$ cat src/verilog/fic_defs.svh
// Constants of the fault indicator and configuration loader.
// Assumes a 25 MHz core clock and an I2C-style two-wire EEPROM.
`ifndef FIC_DEFS_SVH
`define FIC_DEFS_SVH
`define FIC_CLK_HZ 25000000
`define FIC_IND_HZ 16
`define FIC_IND_PERIOD (`FIC_CLK_HZ / `FIC_IND_HZ)
`define FIC_AMP_LOW_PCT 75
`define FIC_FRQ_LOW_PCT 50
`define FIC_AMP_LOW_CYC ((`FIC_IND_PERIOD * `FIC_AMP_LOW_PCT) / (100 + `FIC_AMP_LOW_PCT))
`define FIC_FRQ_LOW_CYC ((`FIC_IND_PERIOD * `FIC_FRQ_LOW_PCT) / (100 + `FIC_FRQ_LOW_PCT))
`define FIC_CFG_BYTES 128
`define FIC_SCL_HZ 100000
`define FIC_SCL_QTR (`FIC_CLK_HZ / (4 * `FIC_SCL_HZ))
`define FIC_DEV_ADDR_W 8'hA0
`define FIC_DEV_ADDR_R 8'hA1
`define FIC_RES_LIMIT 14'h1000
`define FIC_FMAX_LOW_HZ 1000
`endif

$ cat src/verilog/fic_pkg.sv
// Types of the fault indicator and configuration loader.
package fic_pkg;
    typedef enum logic [3:0] {
        ST_IDLE, ST_START, ST_BYTE, ST_ACK, ST_RSTART, ST_RBYTE, ST_RACK, ST_STOP, ST_DONE, ST_FAIL
    } fic_state_e;
    typedef enum logic [1:0] {
        FLT_NONE, FLT_FREQ, FLT_AMP, FLT_CFG
    } fic_fault_e;
endpackage

$ cat src/verilog/fic_cfg_mem.sv
// Configuration store loaded from the EEPROM at power-up.
// Assumes one writer during load and a single read port for the interpolator.
`timescale 1ns/1ps
module fic_cfg_mem (
    // Clock
    input wire logic clk_i,
    // Write port
    input wire logic wr_en_i,
    input wire logic [6:0] wr_addr_i,
    input wire logic [7:0] wr_data_i,
    // Read port
    input wire logic [6:0] rd_addr_i,
    output logic [7:0] rd_data_o
);
    logic [7:0] mem_r [0:127];

    // No reset: contents are only valid once the loader reports done.
    always_ff @(posedge clk_i) begin
        if (wr_en_i) begin
            mem_r[wr_addr_i] <= wr_data_i;
        end
        rd_data_o <= mem_r[rd_addr_i];
    end
endmodule // fic_cfg_mem

$ cat src/verilog/fic_top.sv
// Fault indicator output and power-up EEPROM configuration loader.
// Assumes a two-wire EEPROM with pull-ups and analog comparators giving amplitude and frequency
// flags from the sensor front end, synchronised here.
// Overview of operation
// - With no fault the active-low indicator is held high.
// - With an amplitude or frequency fault active and no failed load the indicator carries a 16 Hz PWM wave whose duty depends on the fault.
// - A too-low amplitude (below a tenth of supply) gives a low-to-high ratio of 75 percent.
// - An over-frequency input with no amplitude fault gives a low-to-high ratio of 50 percent.
// - A failed configuration load holds the indicator constantly low.
// - Below 4096 counts of resolution the frequency limit used is 1 kHz.
// - At power-up the configuration is read from the EEPROM before normal operation.
// - Only a too-weak amplitude is flagged; a too-strong one is not.
`timescale 1ns/1ps
`include "fic_defs.svh"
module fic_top (
    // Clock and reset
    input wire logic clk_i,
    input wire logic rst_b_i,
    // Front-end flags
    input wire logic amp_low_i,
    input wire logic freq_over_1k_i,
    input wire logic freq_over_max_i,
    input wire logic [13:0] resolution_i,
    // EEPROM two-wire bus
    output logic scl_o,
    output logic scl_oe_o,
    input wire logic sda_i,
    output logic sda_o,
    output logic sda_oe_o,
    // Configuration read port
    input wire logic [6:0] cfg_addr_i,
    output logic [7:0] cfg_data_o,
    output logic cfg_done_o,
    // Fault indicator
    output logic fault_b_o
);
    logic [1:0] amp_s_r, f1k_s_r, fmx_s_r, sda_s_r;
    logic [23:0] pwm_r, pwm_nxt;
    logic fault_b_r, fault_b_nxt;
    fic_pkg::fic_fault_e flt;
    logic [23:0] low_cyc;

    fic_pkg::fic_state_e st_r, st_nxt;
    logic [7:0] qtr_r, qtr_nxt;
    logic [1:0] ph_r, ph_nxt;
    logic [2:0] bit_r, bit_nxt;
    logic [7:0] sh_r, sh_nxt;
    logic [1:0] idx_r, idx_nxt;
    logic [6:0] addr_r, addr_nxt;
    logic scl_r, scl_nxt, sda_r, sda_nxt;
    logic wr_en;
    logic tick;

    // Pins from outside the clock domain pass two flip-flops before use.
    always_ff @(posedge clk_i or negedge rst_b_i) begin
        if (!rst_b_i) begin
            amp_s_r <= 2'h0;
            f1k_s_r <= 2'h0;
            fmx_s_r <= 2'h0;
            sda_s_r <= 2'h3;
        end else begin
            amp_s_r <= {amp_s_r[0], amp_low_i};
            f1k_s_r <= {f1k_s_r[0], freq_over_1k_i};
            fmx_s_r <= {fmx_s_r[0], freq_over_max_i};
            sda_s_r <= {sda_s_r[0], sda_i};
        end
    end

    // Fault selection and indicator waveform.
    always_comb begin
        flt = fic_pkg::FLT_NONE;
        if (st_r == fic_pkg::ST_FAIL) begin
            flt = fic_pkg::FLT_CFG;
        end else if (amp_s_r[1]) begin
            flt = fic_pkg::FLT_AMP;
        end else if ((resolution_i < `FIC_RES_LIMIT) ? f1k_s_r[1] : fmx_s_r[1]) begin
            flt = fic_pkg::FLT_FREQ;
        end
        case (flt)
            fic_pkg::FLT_AMP: low_cyc = 24'(`FIC_AMP_LOW_CYC);
            fic_pkg::FLT_FREQ: low_cyc = 24'(`FIC_FRQ_LOW_CYC);
            default: low_cyc = 24'h0;
        endcase
        pwm_nxt = (pwm_r == 24'(`FIC_IND_PERIOD - 1)) ? 24'h0 : pwm_r + 24'h1;
        case (flt)
            fic_pkg::FLT_NONE: fault_b_nxt = 1'b1;
            fic_pkg::FLT_CFG: fault_b_nxt = 1'b0;
            default: fault_b_nxt = (pwm_r >= low_cyc);
        endcase
    end

    always_ff @(posedge clk_i or negedge rst_b_i) begin
        if (!rst_b_i) begin
            pwm_r <= 24'h0;
            fault_b_r <= 1'b1;
        end else begin
            pwm_r <= pwm_nxt;
            fault_b_r <= fault_b_nxt;
        end
    end

    // EEPROM loader: write address 0, repeated start, sequential read of all bytes.
    // Each bus bit takes four quarter phases; a missing acknowledge ends in the fail state.
    assign tick = (qtr_r == 8'(`FIC_SCL_QTR - 1));

    always_comb begin
        st_nxt = st_r;
        qtr_nxt = tick ? 8'h0 : qtr_r + 8'h1;
        ph_nxt = ph_r;
        bit_nxt = bit_r;
        sh_nxt = sh_r;
        idx_nxt = idx_r;
        addr_nxt = addr_r;
        scl_nxt = scl_r;
        sda_nxt = sda_r;
        wr_en = 1'b0;
        if (tick) begin
            ph_nxt = ph_r + 2'h1;
            case (st_r)
                fic_pkg::ST_IDLE: begin
                    st_nxt = fic_pkg::ST_START;
                    ph_nxt = 2'h0;
                end
                fic_pkg::ST_START, fic_pkg::ST_RSTART: begin
                    case (ph_r)
                        2'h0: begin sda_nxt = 1'b1; scl_nxt = 1'b1; end
                        2'h1: sda_nxt = 1'b0;
                        2'h2: scl_nxt = 1'b0;
                        default: begin
                            st_nxt = fic_pkg::ST_BYTE;
                            bit_nxt = 3'h7;
                            sh_nxt = (st_r == fic_pkg::ST_START) ? `FIC_DEV_ADDR_W : `FIC_DEV_ADDR_R;
                        end
                    endcase
                end
                fic_pkg::ST_BYTE, fic_pkg::ST_RBYTE: begin
                    case (ph_r)
                        2'h0: sda_nxt = (st_r == fic_pkg::ST_BYTE) ? sh_r[7] : 1'b1;
                        2'h1: scl_nxt = 1'b1;
                        2'h2: begin
                            if (st_r == fic_pkg::ST_RBYTE) begin
                                sh_nxt = {sh_r[6:0], sda_s_r[1]};
                            end
                        end
                        default: begin
                            scl_nxt = 1'b0;
                            if (st_r == fic_pkg::ST_BYTE) begin
                                sh_nxt = {sh_r[6:0], 1'b0};
                            end
                            bit_nxt = bit_r - 3'h1;
                            if (bit_r == 3'h0) begin
                                st_nxt = (st_r == fic_pkg::ST_BYTE) ? fic_pkg::ST_ACK : fic_pkg::ST_RACK;
                            end
                        end
                    endcase
                end
                fic_pkg::ST_ACK: begin
                    case (ph_r)
                        2'h0: sda_nxt = 1'b1;
                        2'h1: scl_nxt = 1'b1;
                        2'h2: begin
                            if (sda_s_r[1]) begin
                                st_nxt = fic_pkg::ST_FAIL;
                            end
                        end
                        default: begin
                            scl_nxt = 1'b0;
                            idx_nxt = idx_r + 2'h1;
                            bit_nxt = 3'h7;
                            sh_nxt = 8'h00;
                            // The word address follows, then the repeated start, then the data bytes.
                            case (idx_r)
                                2'h0: st_nxt = fic_pkg::ST_BYTE;
                                2'h1: st_nxt = fic_pkg::ST_RSTART;
                                default: st_nxt = fic_pkg::ST_RBYTE;
                            endcase
                            if (idx_r != 2'h0) begin
                                ph_nxt = 2'h0;
                            end
                        end
                    endcase
                end
                fic_pkg::ST_RACK: begin
                    case (ph_r)
                        2'h0: begin
                            sda_nxt = (addr_r == 7'(`FIC_CFG_BYTES - 1));
                            wr_en = 1'b1;
                        end
                        2'h1: scl_nxt = 1'b1;
                        2'h2: ;
                        default: begin
                            scl_nxt = 1'b0;
                            bit_nxt = 3'h7;
                            addr_nxt = addr_r + 7'h1;
                            st_nxt = (addr_r == 7'(`FIC_CFG_BYTES - 1)) ? fic_pkg::ST_STOP : fic_pkg::ST_RBYTE;
                        end
                    endcase
                end
                fic_pkg::ST_STOP: begin
                    case (ph_r)
                        2'h0: sda_nxt = 1'b0;
                        2'h1: scl_nxt = 1'b1;
                        2'h2: sda_nxt = 1'b1;
                        default: st_nxt = fic_pkg::ST_DONE;
                    endcase
                end
                fic_pkg::ST_DONE, fic_pkg::ST_FAIL: begin
                    scl_nxt = 1'b1;
                    sda_nxt = 1'b1;
                end
                default: st_nxt = fic_pkg::ST_FAIL;
            endcase
        end
    end

    always_ff @(posedge clk_i or negedge rst_b_i) begin
        if (!rst_b_i) begin
            st_r <= fic_pkg::ST_IDLE;
            qtr_r <= 8'h0;
            ph_r <= 2'h0;
            bit_r <= 3'h7;
            sh_r <= 8'h00;
            idx_r <= 2'h0;
            addr_r <= 7'h0;
            scl_r <= 1'b1;
            sda_r <= 1'b1;
        end else begin
            st_r <= st_nxt;
            qtr_r <= qtr_nxt;
            ph_r <= ph_nxt;
            bit_r <= bit_nxt;
            sh_r <= sh_nxt;
            idx_r <= idx_nxt;
            addr_r <= addr_nxt;
            scl_r <= scl_nxt;
            sda_r <= sda_nxt;
        end
    end

    // Open-drain: drive only a low level, release for high.
    assign scl_o = 1'b0;
    assign scl_oe_o = !scl_r;
    assign sda_o = 1'b0;
    assign sda_oe_o = !sda_r;
    assign cfg_done_o = (st_r == fic_pkg::ST_DONE);
    assign fault_b_o = fault_b_r;

    // The position path lives in the interpolator and reads this store.
    fic_cfg_mem u_mem (
        .clk_i(clk_i),
        .wr_en_i(wr_en),
        .wr_addr_i(addr_r),
        .wr_data_i(sh_r),
        .rd_addr_i(cfg_addr_i),
        .rd_data_o(cfg_data_o)
    );
endmodule // fic_top
$ cat config.mk
export PLATFORM = sky130hd
export DESIGN_NAME = fic_top
export DESIGN_NICKNAME = d
export VERILOG_FILES = /design/src/verilog/fic_pkg.sv /design/src/verilog/fic_cfg_mem.sv /design/src/verilog/fic_top.sv
export VERILOG_INCLUDE_DIRS = /design/src /design/src/verilog
export SDC_FILE = /design/constraint.sdc
export NUM_CORES = 1
export LEC_CHECK = 0
export BUFFER_PORTS_ARGS = -buffer_cell sky130_fd_sc_hd__buf_2
export CORE_MARGIN = 4
export CORE_UTILIZATION = 35
export DETAILED_ROUTE_END_ITERATION = 8
export HOLD_SLACK_MARGIN = 0.06
export PLACE_DENSITY = 0.56
export SLEW_MARGIN = 20
export SYNTH_ARGS = -nofsm -noshare
export SYNTH_HDL_FRONTEND = slang
export SYNTH_HIERARCHICAL = 1
export SYNTH_SLANG_ARGS = --single-unit
$ cat constraint.sdc
create_clock -name clk_i -period 4.9 [get_ports clk_i]
set_input_delay 0.98 -clock clk_i [delete_from_list [all_inputs] [get_ports clk_i]]
set_output_delay 0.98 -clock clk_i [all_outputs]
set_load 0.05 [all_outputs]
## Yosys cells after proc, flatten, opt, wreduce, memory -nomap -nowiden

Memories as Yosys holds them, arrays and structs flattened. A register that Yosys moved wholly into a read port is not among the register bits.
Index checks and enable logic that the tools add are counted.

- Bits in registers: 69
- Latch bits: 0
- Memory bits (writable): 1024
- Bits in read-only memories: 0
- Input bits: 27
- Output and inout bits: 14
- Word-level logic and storage cells: 139
- Memories kept: 1

Memory list:

| name | words | width | rd ports | clocked after memory_dff | write ports | line | source |
|---|---|---|---|---|---|---|---|
| u_mem.mem_r | 128 | 8 | 1 | 1 | 1 | fic_cfg_mem.sv:15 | `logic [7:0] mem_r [0:127];` |

- $add $sub $neg: 6
- Multiply operators: 0
- Div/mod/pow operators: 0
- Magnitude comparators: 2
- Equality and inequality tests: 38
- Shift-type cells: 0
- Muxes and demuxes: 48
- Bitwise operators: 2
- Reductions and logical operators: 27

Operators by type and width:

| operator | number |
|---|---|
| $mux W8 | 5 |
| $pmux W20 S2 | 1 |
| $pmux W4 S7 | 1 |
| $ne A2 B2 Y1 const B | 13 |
| $add A24 B1 Y24 const B | 1 |
| $eq A24 B21 Y1 const B | 1 |
| $ge A24 B24 Y1 | 1 |
| $mux W24 | 1 |
| $mux W4 | 6 |
| $pmux W8 S3 | 1 |
| $ne A3 B3 Y1 const B | 6 |
| $eq A4 B3 Y1 const B | 4 |
| $pmux W8 S2 | 1 |
| $lt A14 B13 Y1 const B | 1 |
| $reduce_and A7 Y1 | 2 |
| $mux W1 | 13 |
| $pmux W3 S2 | 2 |
| $mux W2 | 5 |
| $pmux W1 S2 | 5 |
| $reduce_or A2 Y1 | 5 |
| $mux W3 | 3 |
| $reduce_and A9 Y1 | 1 |
| $add A8 B1 Y8 const B | 1 |
| $eq A4 B2 Y1 const B | 2 |
| 28 further kinds | 41 |

## Logic depth before layout (Yosys ltp)

Gate-level depths: netlist of the first run.

- Depth after elaboration: 9
- Gate-level depth with buffers: 12
- Depth with buffers taken out: 11

## Hierarchy

Netlist of the first run, hierarchy kept.

By module, submodules not included:

| module | times used | cells each | area each (um^2) | seq. area each (um^2) |
|---|---|---|---|---|
| fic_cfg_mem | 1 | 1635 | 39665.5 | 30909.6 |
| fic_top | 1 | 434 | 4172.8 | 1736.7 |

## Worst setup path after synthesis of the first run

Ideal clock, no wire load.

- Path kind: in2reg
- Start point: input cfg_addr_i[0]
- End point: register u_mem.rd_data_o[0] (read register of u_mem.mem_r)
- Library setup time: 121 ps
- Arrival time: 3363 ps
- Required time: 4779 ps
- Slack: 1416 ps
- Stages on the path: 6
- Buffers on the path: 2
- Cells stage by stage: clkbuf_1 > buf_1 > mux4_2 > mux4_2 > mux4_2 > mux2_2

RTL lines:

| element | line | source |
|---|---|---|
| from (decl) | fic_top.sv:31 | `input wire logic [6:0] cfg_addr_i,` |
| to (decl) | fic_cfg_mem.sv:13 | `output logic [7:0] rd_data_o` |

## Worst setup path after layout of the first run

- Start point: register st_r[1]
- End point: memory u_mem.mem_r[28][1], enable pin

- Longest elaborated chain between the ends: 5

Ends and longest elaborated chain:

| element | line | source |
|---|---|---|
| from (decl) | fic_top.sv:43 | `fic_pkg::fic_state_e st_r, st_nxt;` |
| from (signal assigned) | fic_top.sv:218 | `st_r <= fic_pkg::ST_IDLE;` |
| from (signal assigned) | fic_top.sv:228 | `st_r <= st_nxt;` |
| $eq A4 B3 Y1 | fic_top.sv:119 | `case (st_r)` |
| $mux W1 | fic_top.sv:119 |  |
| $mux W1 | fic_top.sv:117 | `if (tick) begin` |
| net wr_en | fic_top.sv:51 | `logic wr_en;` |
| $mux W1 | fic_cfg_mem.sv:19 | `if (wr_en_i) begin` |
| $mux W1 (implied by the code) | fic_cfg_mem.sv:20 | `mem_r[wr_addr_i] <= wr_data_i;` |
| to (decl) | fic_cfg_mem.sv:15 |  |

The timed path passes the listed nets, and every way through them passes these cells.

==> results of run 1 <==
layout by cell type (no fill, tap or decap), types with 27 or more instances in the layout:
cell and count:
edfxtp_1 1024, mux4_2 336, nor2_1 164, clkbuf_16 114
buf_4 73, dfrtp_1 53, nand2_1 47, nand3_1 32
ha_1 27
power breakdown:
group          switching, mW  internal, mW
combinational          0.201         0.140
clock                   3.54          5.08
sequential           0.00154          10.1
metrics by stage:
step	area, um2	setup slack [ns]	instances	hold slack, ns	util
5_1_grt	50100	0.997	3916	0.193	0.404
4_1_cts	50100	1.24	3916	0.151	0.404
6_report	50100	1.23	3917	0.199	0.404
3_5_place_dp	46300	0.935	3707	0.339	0.373
2_1_floorplan	43800	1.42	2070	0.331	-
3_3_place_gp	46300	0.932	3707	0.340	0.373
worst max-delay path, delay by kind of cell, from the launching register on:
| kind | cells | cell delay (ns) |
|---|---|---|
| buffers and inverters | 1 | 0.23 |
| AND/OR/NAND/NOR | 6 | 2.32 |
| flip-flops | 1 | 0.79 |
state kept, by name, indices dropped and copies added (netlist names):
signal,flops
addr_r,7
amp_s_r,2
bit_r,3
f1k_s_r,2
fault_b_o,1
fmx_s_r,2
idx_r,2
ph_r,2
pwm_r,24
qtr_r,8
scl_r,1
sda_r,1
sda_s_r,2
sh_r,8
st_r,4
u_mem/mem_r,1024
u_mem/rd_data_o,8
cell families (layout without fill, tap and decap cells):
family	after synthesis	after routing
simple gates	342	342
buf+inv	134	343
mux	358	358
xor+xnor	36	36
compound gates	69	69
fa+ha+maj	28	28
flops	1101	1101
other cells	1	3
how the worst max path moves through the flow:
stage / start / end / cells past startpoint
2_1_floorplan: cfg_addr_i[0] / u_mem/rd_data_o[0]$_DFF_P_ / 6
3_3_place_gp: cfg_addr_i[0] / u_mem/rd_data_o[2]$_DFF_P_ / 6
3_5_place_dp: cfg_addr_i[0] / u_mem/rd_data_o[2]$_DFF_P_ / 6
4_1_cts: st_r[1]$_DFFE_PN0P_ / u_mem/mem_r[28][3]$_DFFE_PP_ / 7
5_1_grt: st_r[1]$_DFFE_PN0P_ / u_mem/mem_r[28][3]$_DFFE_PP_ / 7
6_report: st_r[1]$_DFFE_PN0P_ / u_mem/mem_r[28][1]$_DFFE_PP_ / 7
layer usage:
| metal | up-vias | global-route usage | part of all wire |
|---|---|---|---|
| met2 | 607 | 0.245 | 0.49 |
| met3 | 155 | 0.0253 | 0.061 |
| met4 | 0 | 0.0434 | 0.028 |
| li1 | 8779 | - | - |
| met1 | 11000 | 0.211 | 0.42 |
| met5 | - | 0 | 0 |
area by class of cell:
class | count | share of cell area
flip-flops and latches | 1101 | 0.652
diodes | 1 | 0.0000499
inverters | 24 | 0.00180
well taps | 1637 | 0.0409
clock inverters | 69 | 0.0157
multi-input cells | 835 | 0.211
repair buffers | 110 | 0.0186
clock buffers | 140 | 0.0597
==> results.py, run 1 <==
metrics = {
    "cts": {
        "cts_buffer_depth": 3,
        "cts_buffers": 112,
        "cts_root_buf": "clkbuf_16",
        "cts_setup_buffers": 0,
        "insertion_delay_ns": 0.69,
        "clock-sinks": 1101,
        "clk_pin_slew_ns": 0.06,
        "hold_buffers": 0,
        "cts_tree": "built",
        "cts_resized": 0,
        "cts-htree-levels": 3,
    },
    "drt": {
        "drc_errors": 0,
        "wl_per_cell_um": 25.0,
        "drtIter0Drc": 1994,
        "ant_nets": 0,
        "vias": 20500,
        "drt-total-wl_um": 97800,
        "first_pass_iters": 5,
        "drt-vias-per-instance": 5.23,
    },
    "logic_synthesis": {
        "ys_warn_count": 6,
        "synth-adder-area-share": 0.00793,
        "synth.avg_cell_area_um2": 21.2,
        "synth_xor_area_frac": 0.00736,
        "post-synth-top-area-cell": "edfxtp_1",
        "async_reset_ff_frac": 0.0627,
        "synth_simple_gate_area_frac": 0.0371,
        "synthTopCellsByCount": "edfxtp_1 (1024), mux4_2 (336), nor2_1 (167), dfrtp_1 (61)",
        "yosysUniqueCellTypes": 70,
        "synth-compound-area-share": 0.0106,
        "synthFlopType": "edfxtp_1",
        "synthMuxAreaShare": 0.178,
        "syn_inst": 2069,
        "synth_top_family_by_area": "multiplexers",
        "seq_area_frac_synth": 0.745,
        "syn-cell-area_mm2": 0.0438,
        "synth_top_area_frac": 0.701,
        "ys_ff_latch": 1101,
        "synth_edf_count": 1024,
        "synth_area_leaders": "edfxtp_1 (70%), mux4_2 (17%), dfrtp_1 (3.5%)",
        "yosys.cell_count.top_type": "edfxtp_1",
    },
    "timing": {
        "finalCritPeriodShare": 0.748,
        "setup_tns_ns": 0,
        "hold_viol": 0,
        "fin_worst_skew_ns": 0.0306,
        "rsz0062_at_grt": "no",
        "period_needed_ns": 3.67,
        "maxSlewViolCount": 0,
        "setup_viol": 0,
        "slew_headroom": 0.337,
        "max_freq_mhz": 273,
        "worst_slew_pin_slew_ns": 0.994,
    },
    "final_layout": {
        "multi_input_area_mm2": 0.0106,
        "area.sequential_mm2": 0.0327,
        "drive_gt1_frac": 0.290,
        "fillers": 10800,
        "area_delta_synth_final_pct": 14.3,
        "nets": 2238,
    },
    "outcome": {
        "outcome": "finished clean",
    },
    "global_routing": {
        "grt_pass1_wl_um": 146000,
        "first_global_vias": 21400,
        "antenna_found_initial": 3,
        "grt_max_degree": 88,
        "grt_usage": 0.151,
        "gr-total-overflow": 0,
    },
    "worst_hold_path": {
        "hold_class": "input port to asynchronous set/reset pin",
    },
    "critical_path": {
        "arrival_ns": 4.05,
        "worst_r2r_startpoint": "st_r[1]$_DFFE_PN0P_",
        "start_kind": "flop",
        "reg2reg_slack_ns": 1.23,
        "cp_slowest_cell": "dfrtp_1",
        "worstSetupEndpointType": "flop",
        "reg2reg_depth": 7,
        "cp.required_ns": 5.28,
        "path_class": "flop to flop",
        "crit_fanout": 21,
        "path_cells": "nand2b_4 -> nor2_1 -> and3_1 -> nor2b_1 -> nand2_1 -> nor2_1 -> buf_4",
        "cp_common_cell": "nor2_1",
        "reg2reg_to": "u_mem/mem_r[28][1]$_DFFE_PP_",
        "critPathMaxStageDelay_ns": 0.79,
    },
    "power": {
        "irDropWorstVdd_mv": 0.313,
        "p_per_area_mw_per_mm2": 381,
        "p_leak_nw": 13.0,
        "total_power_mw": 19.1,
    },
    "placed_design": {
        "dp_hpwl_um": 59800,
        "gp_congestion": 0.789,
        "port_buffers": 26,
    },
    "floorplanning": {
        "dieArea_mm2": 0.131,
        "num_io_pins": 41,
        "std_cell_rows": 129,
        "die_w_um": 362,
        "die_h_um": 362,
        "start_util": 0.353,
        "core-area_mm2": 0.124,
    },
    "run": {
        "max_cap_violations": 0,
    },
}
(Power assumes the default switching activity.)
==> run 2, diff against run 1 <==
--- a/config.mk
+++ b/config.mk
@@ -6,6 +6,7 @@
 export SDC_FILE = /design/constraint.sdc
 export NUM_CORES = 1
 export LEC_CHECK = 0
+export ABC_AREA = 1
 export BUFFER_PORTS_ARGS = -buffer_cell sky130_fd_sc_hd__buf_2
 export CORE_MARGIN = 4
 export CORE_UTILIZATION = 35
==> constraint.sdc (replaced) <==
create_clock -name clk_i -period 3.7 [get_ports clk_i]
set_input_delay 0.74 -clock clk_i [delete_from_list [all_inputs] [get_ports clk_i]]
set_output_delay 0.74 -clock clk_i [all_outputs]
set_load 0.05 [all_outputs]
==> run 2 against run 1 <==
- clock skew is 0.0087 ns higher
- global-route usage rose by 1.9 points
- highest routed layer is now met5
- worst hold slack worse by 0.075 ns
==> results.py, run 2 <==
metrics = {
    "drt": {
        "ant_nets": 0,
        "drt-total-wl_um": 118000,
        "vias": 30200,
        "drt-vias-per-instance": 5.02,
        "drc_errors": 0,
        "drtIter0Drc": 3044,
        "first_pass_iters": 5,
        "wl_per_cell_um": 19.7,
    },
    "timing": {
        "setup_tns_ns": 0,
        "max_freq_mhz": 327,
        "worst_slew_pin_slew_ns": 0.950,
        "setup_viol": 0,
        "fin_worst_skew_ns": 0.0393,
        "setup_slack_ns": 0.644,
        "slew_headroom": 0.367,
        "maxSlewViolCount": 0,
        "hold_viol": 0,
        "finalCritPeriodShare": 0.826,
        "rsz0062_at_grt": "no",
        "period_needed_ns": 3.06,
    },
    "power": {
        "p_per_area_mw_per_mm2": 488,
        "p_leak_nw": 18.3,
        "irDropWorstVdd_mv": 0.383,
        "total_power_mw": 25.5,
    },
    "logic_synthesis": {
        "syn-cell-area_mm2": 0.0464,
        "synth_top_area_frac": 0.662,
        "synthTopCellsByCount": "nand2_1 (1323), edfxtp_1 (1024), nand3_1 (968), nor2_1 (207), buf_2 (123)",
        "seq_area_frac_synth": 0.703,
        "post-synth-top-area-cell": "edfxtp_1",
        "yosysUniqueCellTypes": 47,
        "async_reset_ff_frac": 0.0627,
        "ys_warn_count": 6,
        "yosys.cell_count.top_type": "nand2_1",
        "synth_area_leaders": "edfxtp_1 (66%), nand2_1 (11%), nand3_1 (10%)",
        "ys_ff_latch": 1101,
        "synthFlopType": "edfxtp_1",
        "synth_edf_count": 1024,
        "syn_inst": 4133,
        "synth.avg_cell_area_um2": 11.2,
    },
    "global_routing": {
        "grt_max_degree": 118,
        "grt_usage": 0.169,
        "antenna_found_initial": 3,
        "grt_pass1_wl_um": 179000,
        "gr-total-overflow": 0,
        "first_global_vias": 29000,
    },
    "final_layout": {
        "largest_reg_flops": 1024,
        "final_common_cell": "nand2_1",
        "drive_gt1_frac": 0.0883,
        "layout_common_cells": "nand2_1 (1323), edfxtp_1 (1024), nand3_1 (968)",
        "reg_top3": "u_mem/mem_r: 1024 flops, pwm_r: 24 flops",
        "fillers": 12500,
        "max_flop_register": "u_mem/mem_r",
        "nets": 4218,
        "area_delta_synth_final_pct": 12.5,
        "antennaDiodeCount": 0,
    },
    "cts": {
        "cts-htree-levels": 3,
        "cts_buffer_depth": 3,
        "insertion_delay_ns": 0.73,
        "cts_root_buf": "clkbuf_16",
        "cts_setup_buffers": 0,
        "clock-sinks": 1101,
        "cts_tree": "built",
        "cts_resized": 0,
        "clk_pin_slew_ns": 0.06,
        "hold_buffers": 0,
        "cts_buffers": 109,
    },
    "floorplanning": {
        "core-area_mm2": 0.132,
        "start_util": 0.353,
        "die_w_um": 372,
        "std_cell_rows": 133,
        "die_h_um": 372,
        "dieArea_mm2": 0.139,
        "num_io_pins": 41,
    },
    "critical_path": {
        "cp.required_ns": 4.04,
        "path_buf_inv": 4,
        "critPathMaxStageDelay_ns": 0.68,
        "path_cells": "inv_1 -> nand2_2 -> nor2_2 -> inv_1 -> nor3_1 -> buf_4 -> nand2_1 -> buf_4 -> nor2_1",
        "arrival_ns": 3.39,
        "crit_fanout": 13,
        "path_class": "flop to flop",
        "cp_top_family": "simple AND/OR/NAND/NOR gates",
        "worstSetupEndpointType": "flop",
        "start_kind": "flop",
        "cp_slowest_cell": "nor2_1",
    },
    "placed_design": {
        "port_buffers": 26,
        "gp_congestion": 0.828,
        "place_ws_ns": 0.665,
        "dp_hpwl_um": 68300,
    },
    "worst_hold_path": {
        "hold_class": "input port to flop",
    },
    "outcome": {
        "outcome": "finished clean",
    },
    "run": {
        "max_cap_violations": 0,
    },
}
run 2: cell count changes in the layout (fill, tap and decap cells not counted), moves of 11 or more:
| cell | previous run | this run |
|---|---|---|
| nand2_1 | 47 | 1323 |
| nand3_1 | 32 | 968 |
| mux4_2 | 336 | 0 |
| inv_1 | 24 | 101 |
| nor2_1 | 164 | 207 |
| buf_4 | 73 | 105 |
| buf_12 | 12 | 30 |
| xnor2_1 | 23 | 5 |
| nand2_2 | 0 | 13 |
| mux2_2 | 12 | 0 |
| nand2b_1 | 12 | 0 |
| nor2b_1 | 12 | 1 |
run 2: power by group:
part           internal (mW)  switching, mW  total, mW
Combinational          0.394          0.975       1.37
Sequential              13.4         0.0147       13.4
Clock                   5.98           4.71       10.7
run 2: area by class of cell:
class	count	area (um2)	share of cell area
Sequential cell	1101	32700	0.625
Multi-Input combinational cell	2683	12000	0.229
Clock buffer	135	2860	0.0546
Inverter	110	442	0.00845
Tap cell	1755	2200	0.0420
Clock inverter	71	581	0.0111
Timing Repair Buffer	159	1530	0.0292
run 2: cells by family (layout without fill, tap and decap cells):
group | count (synthesis) | count (layout) | synth area share
xor gates and xnor gates | 22 | 22 | 0.00415
other | 1 | 2 | 0.0000807
buffers and inverters | 350 | 475 | 0.0389
and+or+nand+nor | 2571 | 2571 | 0.239
AOI/OAI and AO/OA | 61 | 61 | 0.00773
adders and majority gates | 27 | 27 | 0.00727
DFF | 1101 | 1101 | 0.703
run 2: path summary, 6_finish.rpt:
| kind | start | to | slack, ns | depth (start not counted) |
|---|---|---|---|---|
| worst max-delay path | st_r[3]$_DFFE_PN0P_ | u_mem/mem_r[105][0]$_DFFE_PP_ | 0.64 | 9 |
| worst min-delay path | sda_i | sda_s_r[0]$_DFF_PN1_ | 0.12 | 1 |
| worst max register to register | st_r[3]$_DFFE_PN0P_ | u_mem/mem_r[105][0]$_DFFE_PP_ | 0.64 | 9 |
| worst min register to register | f1k_s_r[0]$_DFF_PN0_ | f1k_s_r[1]$_DFF_PN0_ | 0.35 | 0 |
| max in group asynchronous | rst_b_i | sh_r[3]$_DFFE_PN0P_ | 2.88 | 1 |
| min in group asynchronous | rst_b_i | idx_r[1]$_DFFE_PN0P_ | 0.15 | 1 |
run 2: worst register-to-register path, cell delays in order, from the launching register on:
cell and delay, ns:
dfrtp_1 0.38, inv_1 0.19, nand2_2 0.13, nor2_2 0.31
inv_1 0.17, nor3_1 0.22, buf_4 0.22, nand2_1 0.07
buf_4 0.29, nor2_1 0.69
run 2: metrics by stage:
step	std cells	utilization	instance area, um2	hold slack [ns]
after floorplan	4134	-	46400	0.331
after global placement	5807	0.371	48800	0.333
after detailed placement	5807	0.371	48800	0.339
after CTS	6013	0.397	52300	0.0707
after global routing	6014	0.397	52300	0.0788
final	6014	0.397	52300	0.123
run 2: layer usage:
layer	GRT usage	part of all wire	up-vias
met5	0	0.00014	-
met4	0.0587	0.035	2
met3	0.0308	0.060	211
met2	0.263	0.46	830
met1	0.239	0.45	14700
li1	-	-	14400
